===== src/pulse_fmt_pkg.sv =====
// Summary of operation
// - both format bits zero select normal pulses; normal is the reset format
// - normal pulse lasts whole clocks, about one sixteenth of the rate period
// - rate settings below the sample rate keep the width of setting 1024
// - normal energy pulses never come faster than the clock over 16
// - normal sign pin stays high for positive energy, copies pulses when negative
// - hidden signed accumulator adds energy once every 1024 clocks
// - each period with a full quantum gives a burst until below one quantum
// - energy left under one quantum stays in the accumulator for next period
// - counter format gives low pulses 128 ms wide at the reference clock
// - counter format: positive pulses on energy pin, negative on sign pin
// - counter pulse width scales inversely with the clock, fixed cycle count
// - stepper format toggles the two pins alternately, one per quantum
// - stepper: energy pin leads for positive, sign pin leads for negative
// - pulse rates scale linearly with the clock feeding the block
// - each pulse is a fixed quantum; full scale gives the rate setting
package pulse_fmt_pkg;

    localparam logic [3:0]  CTRL_OFS   = 4'h0;
    localparam logic [3:0]  RATE_OFS   = 4'h4;
    localparam logic [3:0]  STAT_OFS   = 4'h8;
    localparam logic [1:0]  CTRL_RST   = 2'h0;
    localparam logic [23:0] RATE_RST   = 24'h000000;
    localparam int          SAMPLE_CYC = 1024;
    localparam int          KNEE_BIT   = 10;
    localparam int          NORM_MAX_W = 64;
    localparam int          NORM_MIN_W = 8;
    localparam int          COUNTER_FORMAT_SEL_MS    = 128;
    localparam int          REF_HZ     = 4096000;
    localparam int          COUNTER_FORMAT_SEL_CYC   = COUNTER_FORMAT_SEL_MS * (REF_HZ / 1000);
    // one quantum = full-scale sample energy times 1024
    localparam logic [49:0] QUANTUM    = 50'h0_0002_0000_0000;

    typedef enum logic [2:0]
    {
        ST_IDLE = 3'b001,
        ST_LOW  = 3'b010,
        ST_GAP  = 3'b100
    } pulse_state_e;

    typedef struct packed
    {
        logic stepper;
        logic counter;
    } fmt_s;

    function automatic logic [19:0] norm_width(input logic [23:0] rate);
        logic [19:0] w;
        w = 20'(NORM_MAX_W);
        for (int i = KNEE_BIT; i < 24; i++)
            if (rate[i])
                w = 20'(NORM_MAX_W) >> (i - KNEE_BIT);
        if (w < 20'(NORM_MIN_W))
            w = 20'(NORM_MIN_W);
        return w;
    endfunction

    function automatic logic quantum_due(input logic [49:0] a);
        return ($signed(a) >= $signed(QUANTUM)) ||
               ($signed(a) <= -$signed(QUANTUM));
    endfunction

endpackage


===== src/energy_pulse_output_formatter.sv =====
// Chosen here: the Avalon-MM slave port and the register addresses.
`timescale 1ns/1ns
module energy_pulse_output_formatter
    import pulse_fmt_pkg::*;
#(
    parameter logic [19:0] COUNTER_FORMAT_SEL_WIDTH_CYC = 20'(COUNTER_FORMAT_SEL_CYC)
)
(
    input  wire logic        CLOCK_IN,
    input  wire logic        RST_IN,
    input  wire logic [3:0]  AVS_ADDRESS_IN,
    input  wire logic        AVS_READ_IN,
    input  wire logic        AVS_WRITE_IN,
    input  wire logic [31:0] AVS_WRITEDATA_IN,
    output logic      [31:0] AVS_READDATA_OUT,
    output logic             AVS_WAITREQUEST_OUT,
    input  wire logic [23:0] ENERGY_IN,
    output logic             ENERGY_PULSE_OUT,
    output logic             ENERGY_SIGN_OUT
);

    logic               ack_q;
    logic               ack_d;
    logic [31:0]        rdata_q;
    logic [31:0]        rdata_d;
    fmt_s               ctrl_q;
    fmt_s               ctrl_d;
    logic [23:0]        rate_q;
    logic [23:0]        rate_d;
    logic               req;
    logic               wr_go;

    logic [9:0]         samp_q;
    logic [9:0]         samp_d;
    logic               tick;
    fmt_s               fmt_q;
    fmt_s               fmt_d;
    logic               is_counter_format_sel;
    logic               is_step;
    logic [49:0]        acc_q;
    logic [49:0]        acc_d;
    logic signed [48:0] prod;
    logic [49:0]        prod_x;
    logic               start;
    pulse_state_e       st_q;
    pulse_state_e       st_d;
    logic [19:0]        tmr_q;
    logic [19:0]        tmr_d;
    logic               neg_q;
    logic               neg_d;
    logic [1:0]         ph_q;
    logic [1:0]         ph_d;
    logic               e_q;
    logic               e_d;
    logic               s_q;
    logic               s_d;

    // ---------------- register bus ----------------
    assign req   = AVS_READ_IN | AVS_WRITE_IN;
    assign wr_go = AVS_WRITE_IN & ack_q;
    assign AVS_WAITREQUEST_OUT = req & ~ack_q;
    assign AVS_READDATA_OUT    = rdata_q;

    always_comb
    begin
        ack_d   = req & ~ack_q;
        rdata_d = rdata_q;
        ctrl_d  = ctrl_q;
        rate_d  = rate_q;
        if (AVS_READ_IN && !ack_q)
        begin
            case (AVS_ADDRESS_IN)
                CTRL_OFS: rdata_d = {30'h0, ctrl_q};
                RATE_OFS: rdata_d = {8'h00, rate_q};
                STAT_OFS: rdata_d = {26'h0, neg_q, st_q, fmt_q};
                default:  rdata_d = 32'h0000_0000;
            endcase
        end
        if (wr_go && AVS_ADDRESS_IN == CTRL_OFS)
            ctrl_d = fmt_s'(AVS_WRITEDATA_IN[1:0]);
        if (wr_go && AVS_ADDRESS_IN == RATE_OFS)
            rate_d = AVS_WRITEDATA_IN[23:0];
    end

    always_ff @(posedge CLOCK_IN or posedge RST_IN)
    begin
        if (RST_IN)
        begin
            ack_q   <= 1'b0;
            rdata_q <= 32'h0000_0000;
            ctrl_q  <= fmt_s'(CTRL_RST);
            rate_q  <= RATE_RST;
        end
        else
        begin
            ack_q   <= ack_d;
            rdata_q <= rdata_d;
            ctrl_q  <= ctrl_d;
            rate_q  <= rate_d;
        end
    end

    // ---------------- sampling and accumulator ----------------
    // all timing counts clocks, so rates follow the clock feeding the block
    assign tick    = samp_q == 10'(SAMPLE_CYC - 1);
    // reserved 11 decodes as neither, so it runs as normal
    assign is_counter_format_sel = fmt_q.counter & ~fmt_q.stepper;
    assign is_step = fmt_q.stepper & ~fmt_q.counter;
    // energy is weighted by the rate so the quantum is a constant
    assign prod    = $signed(ENERGY_IN) * $signed({1'b0, rate_q});
    assign prod_x  = {prod[48], prod};
    assign start   = (st_q == ST_IDLE) && quantum_due(acc_q);

    always_comb
    begin
        samp_d = samp_q + 10'h001;
        fmt_d  = fmt_q;
        acc_d  = acc_q;
        if (tick && st_q == ST_IDLE)
            fmt_d = ctrl_q;
        if (tick)
            acc_d = acc_d + prod_x;
        // the remainder below a quantum is never cleared
        if (start)
            acc_d = acc_q[49] ? acc_d + QUANTUM : acc_d - QUANTUM;
    end

    always_ff @(posedge CLOCK_IN or posedge RST_IN)
    begin
        if (RST_IN)
        begin
            samp_q <= 10'h000;
            fmt_q  <= fmt_s'(CTRL_RST);
            acc_q  <= 50'h0;
        end
        else
        begin
            samp_q <= samp_d;
            fmt_q  <= fmt_d;
            acc_q  <= acc_d;
        end
    end

    // ---------------- pulse engine ----------------
    // gap equals the normal width, so the period is at least 16 clocks, or 9 in stepper format
    always_comb
    begin
        st_d  = st_q;
        tmr_d = tmr_q;
        neg_d = neg_q;
        ph_d  = ph_q;
        case (st_q)
            ST_IDLE:
            begin
                if (start)
                begin
                    neg_d = acc_q[49];
                    if (is_step)
                    begin
                        ph_d  = acc_q[49] ? ph_q - 2'h1 : ph_q + 2'h1;
                        st_d  = ST_GAP;
                        tmr_d = norm_width(rate_q);
                    end
                    else
                    begin
                        st_d  = ST_LOW;
                        tmr_d = is_counter_format_sel ? COUNTER_FORMAT_SEL_WIDTH_CYC
                                        : norm_width(rate_q);
                    end
                end
            end
            ST_LOW:
            begin
                tmr_d = tmr_q - 20'h1;
                if (tmr_q == 20'h1)
                begin
                    st_d  = ST_GAP;
                    tmr_d = norm_width(rate_q);
                end
            end
            ST_GAP:
            begin
                tmr_d = tmr_q - 20'h1;
                if (tmr_q == 20'h1)
                    st_d = ST_IDLE;
            end
            default:
            begin
                st_d  = ST_IDLE;
                tmr_d = 20'h0;
            end
        endcase
    end

    // outputs follow the next state so the pins match the state registers
    always_comb
    begin
        e_d = 1'b1;
        s_d = 1'b1;
        if (fmt_d.stepper && !fmt_d.counter)
        begin
            // phase order 11,01,00,10: energy pin moves first going up
            e_d = ~(ph_d == 2'h1 || ph_d == 2'h2);
            s_d = ~(ph_d == 2'h2 || ph_d == 2'h3);
        end
        else if (st_d == ST_LOW && fmt_d.counter && !fmt_d.stepper)
        begin
            e_d = neg_d;
            s_d = ~neg_d;
        end
        else if (st_d == ST_LOW)
        begin
            e_d = 1'b0;
            s_d = ~neg_d;
        end
    end

    always_ff @(posedge CLOCK_IN or posedge RST_IN)
    begin
        if (RST_IN)
        begin
            st_q  <= ST_IDLE;
            tmr_q <= 20'h0;
            neg_q <= 1'b0;
            ph_q  <= 2'h0;
            e_q   <= 1'b1;
            s_q   <= 1'b1;
        end
        else
        begin
            st_q  <= st_d;
            tmr_q <= tmr_d;
            neg_q <= neg_d;
            ph_q  <= ph_d;
            e_q   <= e_d;
            s_q   <= s_d;
        end
    end

    assign ENERGY_PULSE_OUT = e_q;
    assign ENERGY_SIGN_OUT  = s_q;

    // ---------------- checks ----------------
    logic [19:0] low_len_q;
    logic [23:0] hrate_q;
    logic [5:0]  since_q;
    logic [20:0] busy_q;

    always_ff @(posedge CLOCK_IN or posedge RST_IN)
    begin
        if (RST_IN)
        begin
            low_len_q <= 20'h0;
            hrate_q   <= 24'h0;
            since_q   <= 6'h3F;
            busy_q    <= 21'h0;
        end
        else
        begin
            busy_q    <= (st_q == ST_IDLE) ? 21'h0 : busy_q + 21'h1;
            low_len_q <= (st_q == ST_LOW) ? low_len_q + 20'h1 : 20'h0;
            if (start)
                hrate_q <= rate_q;
            if (!e_d && e_q)
                since_q <= 6'h0;
            else if (since_q != 6'h3F)
                since_q <= since_q + 6'h1;
        end
    end

    property p_norm_width;
        @(posedge CLOCK_IN) disable iff (RST_IN)
        (st_q == ST_LOW && st_d == ST_GAP && !is_counter_format_sel) |->
            (low_len_q + 20'h1 == norm_width(hrate_q));
    endproperty
    a_norm_width: assert property (p_norm_width)
        else $error("normal pulse width wrong");

    property p_counter_format_sel_width;
        @(posedge CLOCK_IN) disable iff (RST_IN)
        (st_q == ST_LOW && st_d == ST_GAP && is_counter_format_sel) |->
            (low_len_q + 20'h1 == COUNTER_FORMAT_SEL_WIDTH_CYC);
    endproperty
    a_counter_format_sel_width: assert property (p_counter_format_sel_width)
        else $error("counter pulse width wrong");

    property p_max_rate;
        @(posedge CLOCK_IN) disable iff (RST_IN)
        ($fell(ENERGY_PULSE_OUT) && !is_step) |-> ($past(since_q) >= 6'd15);
    endproperty
    a_max_rate: assert property (p_max_rate)
        else $error("pulses too close together");

    property p_sign_norm;
        @(posedge CLOCK_IN) disable iff (RST_IN)
        (!is_counter_format_sel && !is_step) |->
            (neg_q ? ENERGY_SIGN_OUT == ENERGY_PULSE_OUT : ENERGY_SIGN_OUT);
    endproperty
    a_sign_norm: assert property (p_sign_norm)
        else $error("sign pin wrong in normal format");

    property p_counter_format_sel_pins;
        @(posedge CLOCK_IN) disable iff (RST_IN)
        is_counter_format_sel |-> (neg_q ? ENERGY_PULSE_OUT : ENERGY_SIGN_OUT);
    endproperty
    a_counter_format_sel_pins: assert property (p_counter_format_sel_pins)
        else $error("counter pulse on wrong pin");

    property p_acc_hold;
        @(posedge CLOCK_IN) disable iff (RST_IN)
        (!tick && !start) |=> $stable(acc_q);
    endproperty
    a_acc_hold: assert property (p_acc_hold)
        else $error("accumulator moved off boundary");

    property p_residue;
        @(posedge CLOCK_IN) disable iff (RST_IN)
        (tick && !start) |=> (acc_q == $past(acc_q) + $past(prod_x));
    endproperty
    a_residue: assert property (p_residue)
        else $error("residual energy lost");

    property p_burst;
        @(posedge CLOCK_IN) disable iff (RST_IN)
        (st_q != ST_IDLE) |->
            (busy_q <= 21'(COUNTER_FORMAT_SEL_WIDTH_CYC) + 21'(2 * NORM_MAX_W));
    endproperty
    a_burst: assert property (p_burst)
        else $error("pulse engine stuck busy");

    property p_step_one;
        @(posedge CLOCK_IN) disable iff (RST_IN)
        (start && is_step && fmt_d == fmt_q) |=>
            ($changed(ENERGY_PULSE_OUT) != $changed(ENERGY_SIGN_OUT));
    endproperty
    a_step_one: assert property (p_step_one)
        else $error("stepper must toggle exactly one pin");

    property p_fmt_hold;
        @(posedge CLOCK_IN) disable iff (RST_IN)
        !(tick && st_q == ST_IDLE) |=> $stable(fmt_q);
    endproperty
    a_fmt_hold: assert property (p_fmt_hold)
        else $error("format changed off boundary");

    property p_start_burst;
        @(posedge CLOCK_IN) disable iff (RST_IN)
        start |=> (st_q == ST_LOW || st_q == ST_GAP);
    endproperty
    a_start_burst: assert property (p_start_burst)
        else $error("due quantum did not start a pulse");

endmodule


===== config.mk =====
export PLATFORM = sky130hd
export DESIGN_NAME = energy_pulse_output_formatter
export DESIGN_NICKNAME = d
export VERILOG_FILES = /design/src/pulse_fmt_pkg.sv /design/src/energy_pulse_output_formatter.sv
export SDC_FILE = /design/constraint.sdc
export NUM_CORES = 2
export LEC_CHECK = 0
export ABC_AREA = 1
export BUFFER_PORTS_ARGS = -buffer_cell sky130_fd_sc_hd__buf_2
export CORE_MARGIN = 8
export CORE_UTILIZATION = 31
export DETAILED_ROUTE_END_ITERATION = 12
export PLACE_DENSITY = 0.57
export SETUP_SLACK_MARGIN = 0.05
export SLEW_MARGIN = 25
export SYNTH_ARGS = -nofsm -noshare
export SYNTH_HDL_FRONTEND = slang
export SYNTH_SLANG_ARGS = --single-unit
export TNS_END_PERCENT = 10

===== constraint.sdc =====
create_clock -name CLOCK_IN -period 9.9 [get_ports CLOCK_IN]
set_clock_uncertainty 0.15 [all_clocks]
set_input_delay 0 -clock CLOCK_IN [delete_from_list [all_inputs] [get_ports CLOCK_IN]]
set_output_delay 0 -clock CLOCK_IN [all_outputs]
set_load 0.1 [all_outputs]

# ---- After elaboration in Yosys (flattened, before gate mapping)
# Cells that the tools add are included.
dict set report word_totals {
  out_inout_bits 35
  register_bits 149
  in_bits 64
}
dict set report classes {
  n_eq_ne 12
  n_addsub 7
  magnitude_cmp 5
  n_reduce_logical 15
  muxes 51
  bitwise 11
  n_mul 1
}
# op n
set op_table {}
lappend op_table {{$mux W20} 27}
lappend op_table {{$mux W50} 3}
lappend op_table {{$pmux W24 S3} 1}
lappend op_table {{$lt A20 B4 Y1 const B} 3}
lappend op_table {{$pmux W20 S3} 1}
lappend op_table {{$add A50 B34 Y50 const B} 1}
lappend op_table {{$add A50 B50 Y50} 1}
lappend op_table {{$ge A50 B35 Y1 const B} 1}
lappend op_table {{$le A50 B34 Y1 const B} 1}
lappend op_table {{$sub A50 B34 Y50 const B} 1}
lappend op_table {{$mul A24 B25 Y49} 1}
lappend op_table {{$eq A20 B1 Y1 const B} 1}
lappend op_table {{$sub A20 B1 Y20 const B} 1}
lappend op_table {{$mux W3} 4}
lappend op_table {{$add A10 B1 Y10 const B} 1}
lappend op_table {{$eq A10 B10 Y1 const B} 1}
lappend op_table {{$mux W2} 5}
lappend op_table {{$pmux W3 S3} 1}
lappend op_table {{$logic_and A1 B1 Y1} 8}
lappend op_table {{$mux W1} 8}
lappend op_table {{$mux W7} 1}
lappend op_table {{$eq A3 B2 Y1 const B} 2}
lappend op_table {{$not A1 Y1} 6}
lappend op_table {{$and A1 B1 Y1} 4}
lappend op_table {{other kinds (13)} 18}

# ---- Longest topological paths before layout
dict set report logic_depth {
  word_depth 22
  mapped_depth 54
}

# ---- Worst setup path before layout
# OpenSTA, ideal clock, no wires.
dict set report synth_timing {
  kind {register to register}
  startpoint {reg rate_q[9]}
  endpoint {reg acc_q[49]}
  stages_incl_launch_ff 52
  n_path_buf 2
  slack_ps 924
  t_arrival_ps 8709
  setup_ps 117
  period_less_slack_ps 8976
  required_ps 9633
  path_cell_list {dfrtp_1 clkbuf_1 clkbuf_1 nand2_1 fa_1 fa_1 inv_1 fa_1 inv_1 fa_1 inv_1 fa_1 fa_1 inv_1 fa_1 inv_1 ha_1 nand2_1 [16 not listed] a21oi_2 o21ai_2 xor2_1 nand2_1 o21ai_1 inv_1 ha_1 nand2_1 nor2_1 nand3_1 o2111ai_1 nand3_1 nor2_1 nor3_1 a21oi_1 inv_1 nand2_1 nand2_1}
}
dict set report synth_between {
  elab_chain_len 6
  elab_cells_between_ends 7
}
# element line_no
set synth_rtl {}
lappend synth_rtl {{from (decl)} energy_pulse_output_formatter.sv:28} ;# logic [23:0] rate_q;
lappend synth_rtl {{from (signal assigned)} energy_pulse_output_formatter.sv:99} ;# rate_q <= rate_d;
lappend synth_rtl {{$mul A24 B25 Y49 (*)} energy_pulse_output_formatter.sv:110} ;# assign prod = $signed(ENERGY_IN) * $signed({1'b0, rate_q});
lappend synth_rtl {{$add A50 B50 Y50 (*)} energy_pulse_output_formatter.sv:122} ;# acc_d = acc_d + prod_x;
lappend synth_rtl {{$mux W50 (*)} energy_pulse_output_formatter.sv:121} ;# if (tick)
lappend synth_rtl {{$sub A50 B34 Y50 or $add A50 B34 Y50 (tied branches)} energy_pulse_output_formatter.sv:125} ;# acc_d = acc_q[49] ? acc_d + QUANTUM : acc_d - QUANTUM;
lappend synth_rtl {{$mux W50} energy_pulse_output_formatter.sv:125}
lappend synth_rtl {{$mux W50 (*)} energy_pulse_output_formatter.sv:124} ;# if (start)
lappend synth_rtl {{via acc_d[49]} energy_pulse_output_formatter.sv:41} ;# logic [49:0] acc_d;
lappend synth_rtl {{to (signal assigned)} energy_pulse_output_formatter.sv:134} ;# acc_q <= 50'h0;
lappend synth_rtl {{to (signal assigned)} energy_pulse_output_formatter.sv:140} ;# acc_q <= acc_d;
lappend synth_rtl {{to (decl)} energy_pulse_output_formatter.sv:40} ;# logic [49:0] acc_q;
# Mark *: on every way through the listed nets, which the timed path passes. The rest lies on a longest branch.
# A chain may end at the register's enable or synchronous reset.

# ---- Worst setup path in the final report
dict set report layout_timing {
  startpoint {reg rate_q[5]}
  endpoint {reg acc_q[49]}
}
# Same word-level chain as after synthesis.

==> results.json <==
{
  "synth_area_leaders": "fa_1, inv_1, nand2_1",
  "die_area_sq_um": 108000,
  "place_hpwl_um": 75400,
  "ys_seq_area_share_pct": 11.6,
  "pin_count": 99,
  "min_period_ns": 9.51,
  "worst_skew_pair.late_latency_ns": 0.51,
  "first_iter_violations": 1739,
  "gp_congestion": 0.899,
  "syn_area_sq_um": 30400,
  "synthTopCellsByCount": "inv_1, nand2_1, fa_1, ha_1, nor2_1",
  "fin_cells": 5649,
  "io_buffers": 82,
  "die_h_um": 329,
  "grt_use_total_pct": 17.0,
  "synthToLayoutAreaGrowth_pct": 19.3,
  "synth.distinct_cells": 67,
  "grt_pass1_wl_um": 146000,
  "final-setup-viol-count": 0,
  "rsz0062_at_grt": "yes",
  "avgSynthCellArea_sq_um": 7.51,
  "multi_input_area_sq_um": 23100,
  "path_clk_slew_ns": 0.07,
  "fmax_mhz": 105,
  "first_pass_iters": 6,
  "grt_max_degree": 89,
  "yosysMostFrequentCell": "inv_1",
  "setup_slack_ns": 0.391,
  "overflow": 0,
  "cp-start-kind": "register",
  "cts_tree": "done",
  "finalHoldViolations": 0,
  "antenna_found_initial": 0,
  "drc_errors": 0,
  "outcome": "complete, no violations",
  "drt-total-wl_um": 90800,
  "fp.dieW_um": 329,
  "critPathKind": "reg2reg",
  "slowest_stage": "fa_1",
  "yosys.area.top_type_share_pct": 31.9,
  "synthArstFlopShare_pct": 100,
  "pre_cts_ws_ns": 0.135,
  "worst_setup_path_end_kind": "register",
  "slowest_delay_ns": 0.60,
  "clock-sinks": 141,
  "period_share_pct": 96.1,
  "nets": 5168,
  "gr-usage-met1_pct": 22.9,
  "ctsLongestPathBuffers": 2,
  "cpMostUsedCell": "fa_1",
  "ys_warn_count": 0,
  "syn_inst": 4047,
  "root_buffer": "clkbuf_16",
  "cts_buffers": 17,
  "synth_edf_count": 0,
  "wl_per_cell_um": 16.1,
  "coreArea_sq_um": 97800,
  "finalInstanceArea_sq_um": 36300,
  "cp.required_ns": 10.13,
  "timing.final.max_slew_violations": 0,
  "nFillCells": 10300,
  "synth-seq-cells": 141,
  "start_util_pct": 31.1,
  "dp_cells": 5554,
  "final_layout_size_suffix_gt1_share_pct": 15.4,
  "seqCellArea_sq_um": 3540,
  "hp-class": "in2async",
  "vias": 26300,
  "max_cap_violations": 0,
  "cp_max_fo": 14,
  "met2_usage_pct": 28.9,
  "synth_flop_cell": "dfrtp_1",
  "dpl_cell_area_sq_um": 34200,
  "grt_pass1_vias": 26800,
  "core.rowCount": 115,
  "drtAntennaViolNets": 0,
  "critPathArrivalTime_ns": 9.74,
  "fin_util_pct": 37.1,
  "vias_per_cell": 4.65,
  "yosysTopAreaCell": "fa_1",
  "num_antenna_cells": 0,
  "worst_pin_slew_ns": 1.11,
  "slew-limit-headroom_pct": 25.7,
  "htreeDepth": 4,
  "gr-usage-met3_pct": 2.15,
  "busiest_layer": "met2"
}
final cells by class:
type,count,area share [%]
clock inverters,14,0.566
repair buffers,425,9.33
flip-flops and latches,141,9.76
multi-input cells,2691,63.6
clock buffers,18,1.21
well taps,1287,4.44
inverters,1073,11.1
per-stage QoR:
stage               TNS, ns  hold slack [ns]
global placement          0            0.106
detailed placement        0            0.103
floorplan                 0         0.000576
finish                    0           0.0991
CTS                       0           0.0581
global route         -0.256            0.114
critical path, delay by kind of cell, from the launching register on:
| family | cells | cell delay [ns] |
|---|---|---|
| fa+ha+maj | 10 | 4.18 |
| simple gates | 15 | 1.93 |
| buf+inv | 10 | 1.00 |
| xor+xnor | 1 | 0.10 |
| compound gates | 11 | 1.63 |
| flops | 1 | 0.39 |
state kept, by name (all words and copies together), names as in the netlist:
signal / flops
AVS_READDATA_OUT: 24
ENERGY_PULSE_OUT: 1
ENERGY_SIGN_OUT: 1
acc_q: 50
ack_q: 1
ctrl_q: 2
fmt_q: 2
neg_q: 1
ph_q: 2
rate_q: 24
samp_q: 10
st_q: 3
tmr_q: 20
cells in the final DEF, fill, tap and decap left out, types with 39 or more instances in the layout:
cell type,n
nor2_1,193
a21oi_1,139
fa_1,475
o21ai_0,106
buf_4,280
inv_1,1048
xor2_1,66
nand3_1,69
buf_2,82
a21oi_2,39
nand2_1,959
dfrtp_1,132
ha_1,249
metal layers:
metal / share of wire, % / routed length, um / vias to the layer above
met5: 0 / 0 / -
met4: 2.2 / 1970 / 0
met3: 5.1 / 4640 / 106
met2: 48 / 43700 / 648
met1: 45 / 40500 / 12900
li1: - / - / 12600
cells by family after synthesis:
group	Yosys count	synth area share [%]
adder cells (fa/ha/maj)	755	43.0
AND/OR/NAND/NOR	1390	18.7
multiplexers	6	0.255
flip-flops	141	11.6
other	1	0.0123
buffers and inverters	1222	15.3
AO/OA/AOI/OAI	430	8.16
XOR/XNOR	102	2.94
path summary, 6_finish.rpt:
kind / startpoint / cells after the start / to / slack (ns)
max: rate_q[5] / 47 / acc_q[49] / 0.39
min: RST_IN / 3 / AVS_READDATA_OUT[4] / 0.1
max reg2reg: rate_q[5] / 47 / acc_q[49] / 0.39
min reg2reg: samp_q[0] / 1 / samp_q[0] / 0.30
max in group asynchronous: RST_IN / 4 / rate_q[6] / 8.10
min in group CLOCK_IN: AVS_WRITE_IN / 7 / rate_q[1] / 0.10
repair_timing:
item	4_1_cts	5_1_grt
setup endpoints to repair	0	14
resized for setup	0	209
setup buffers	0	28
hold buffers	34	0
endpoints found under the hold margin	123	0
Power is not shown: default switching activity piles up to over one toggle a cycle in this logic, so the estimate is an artifact.
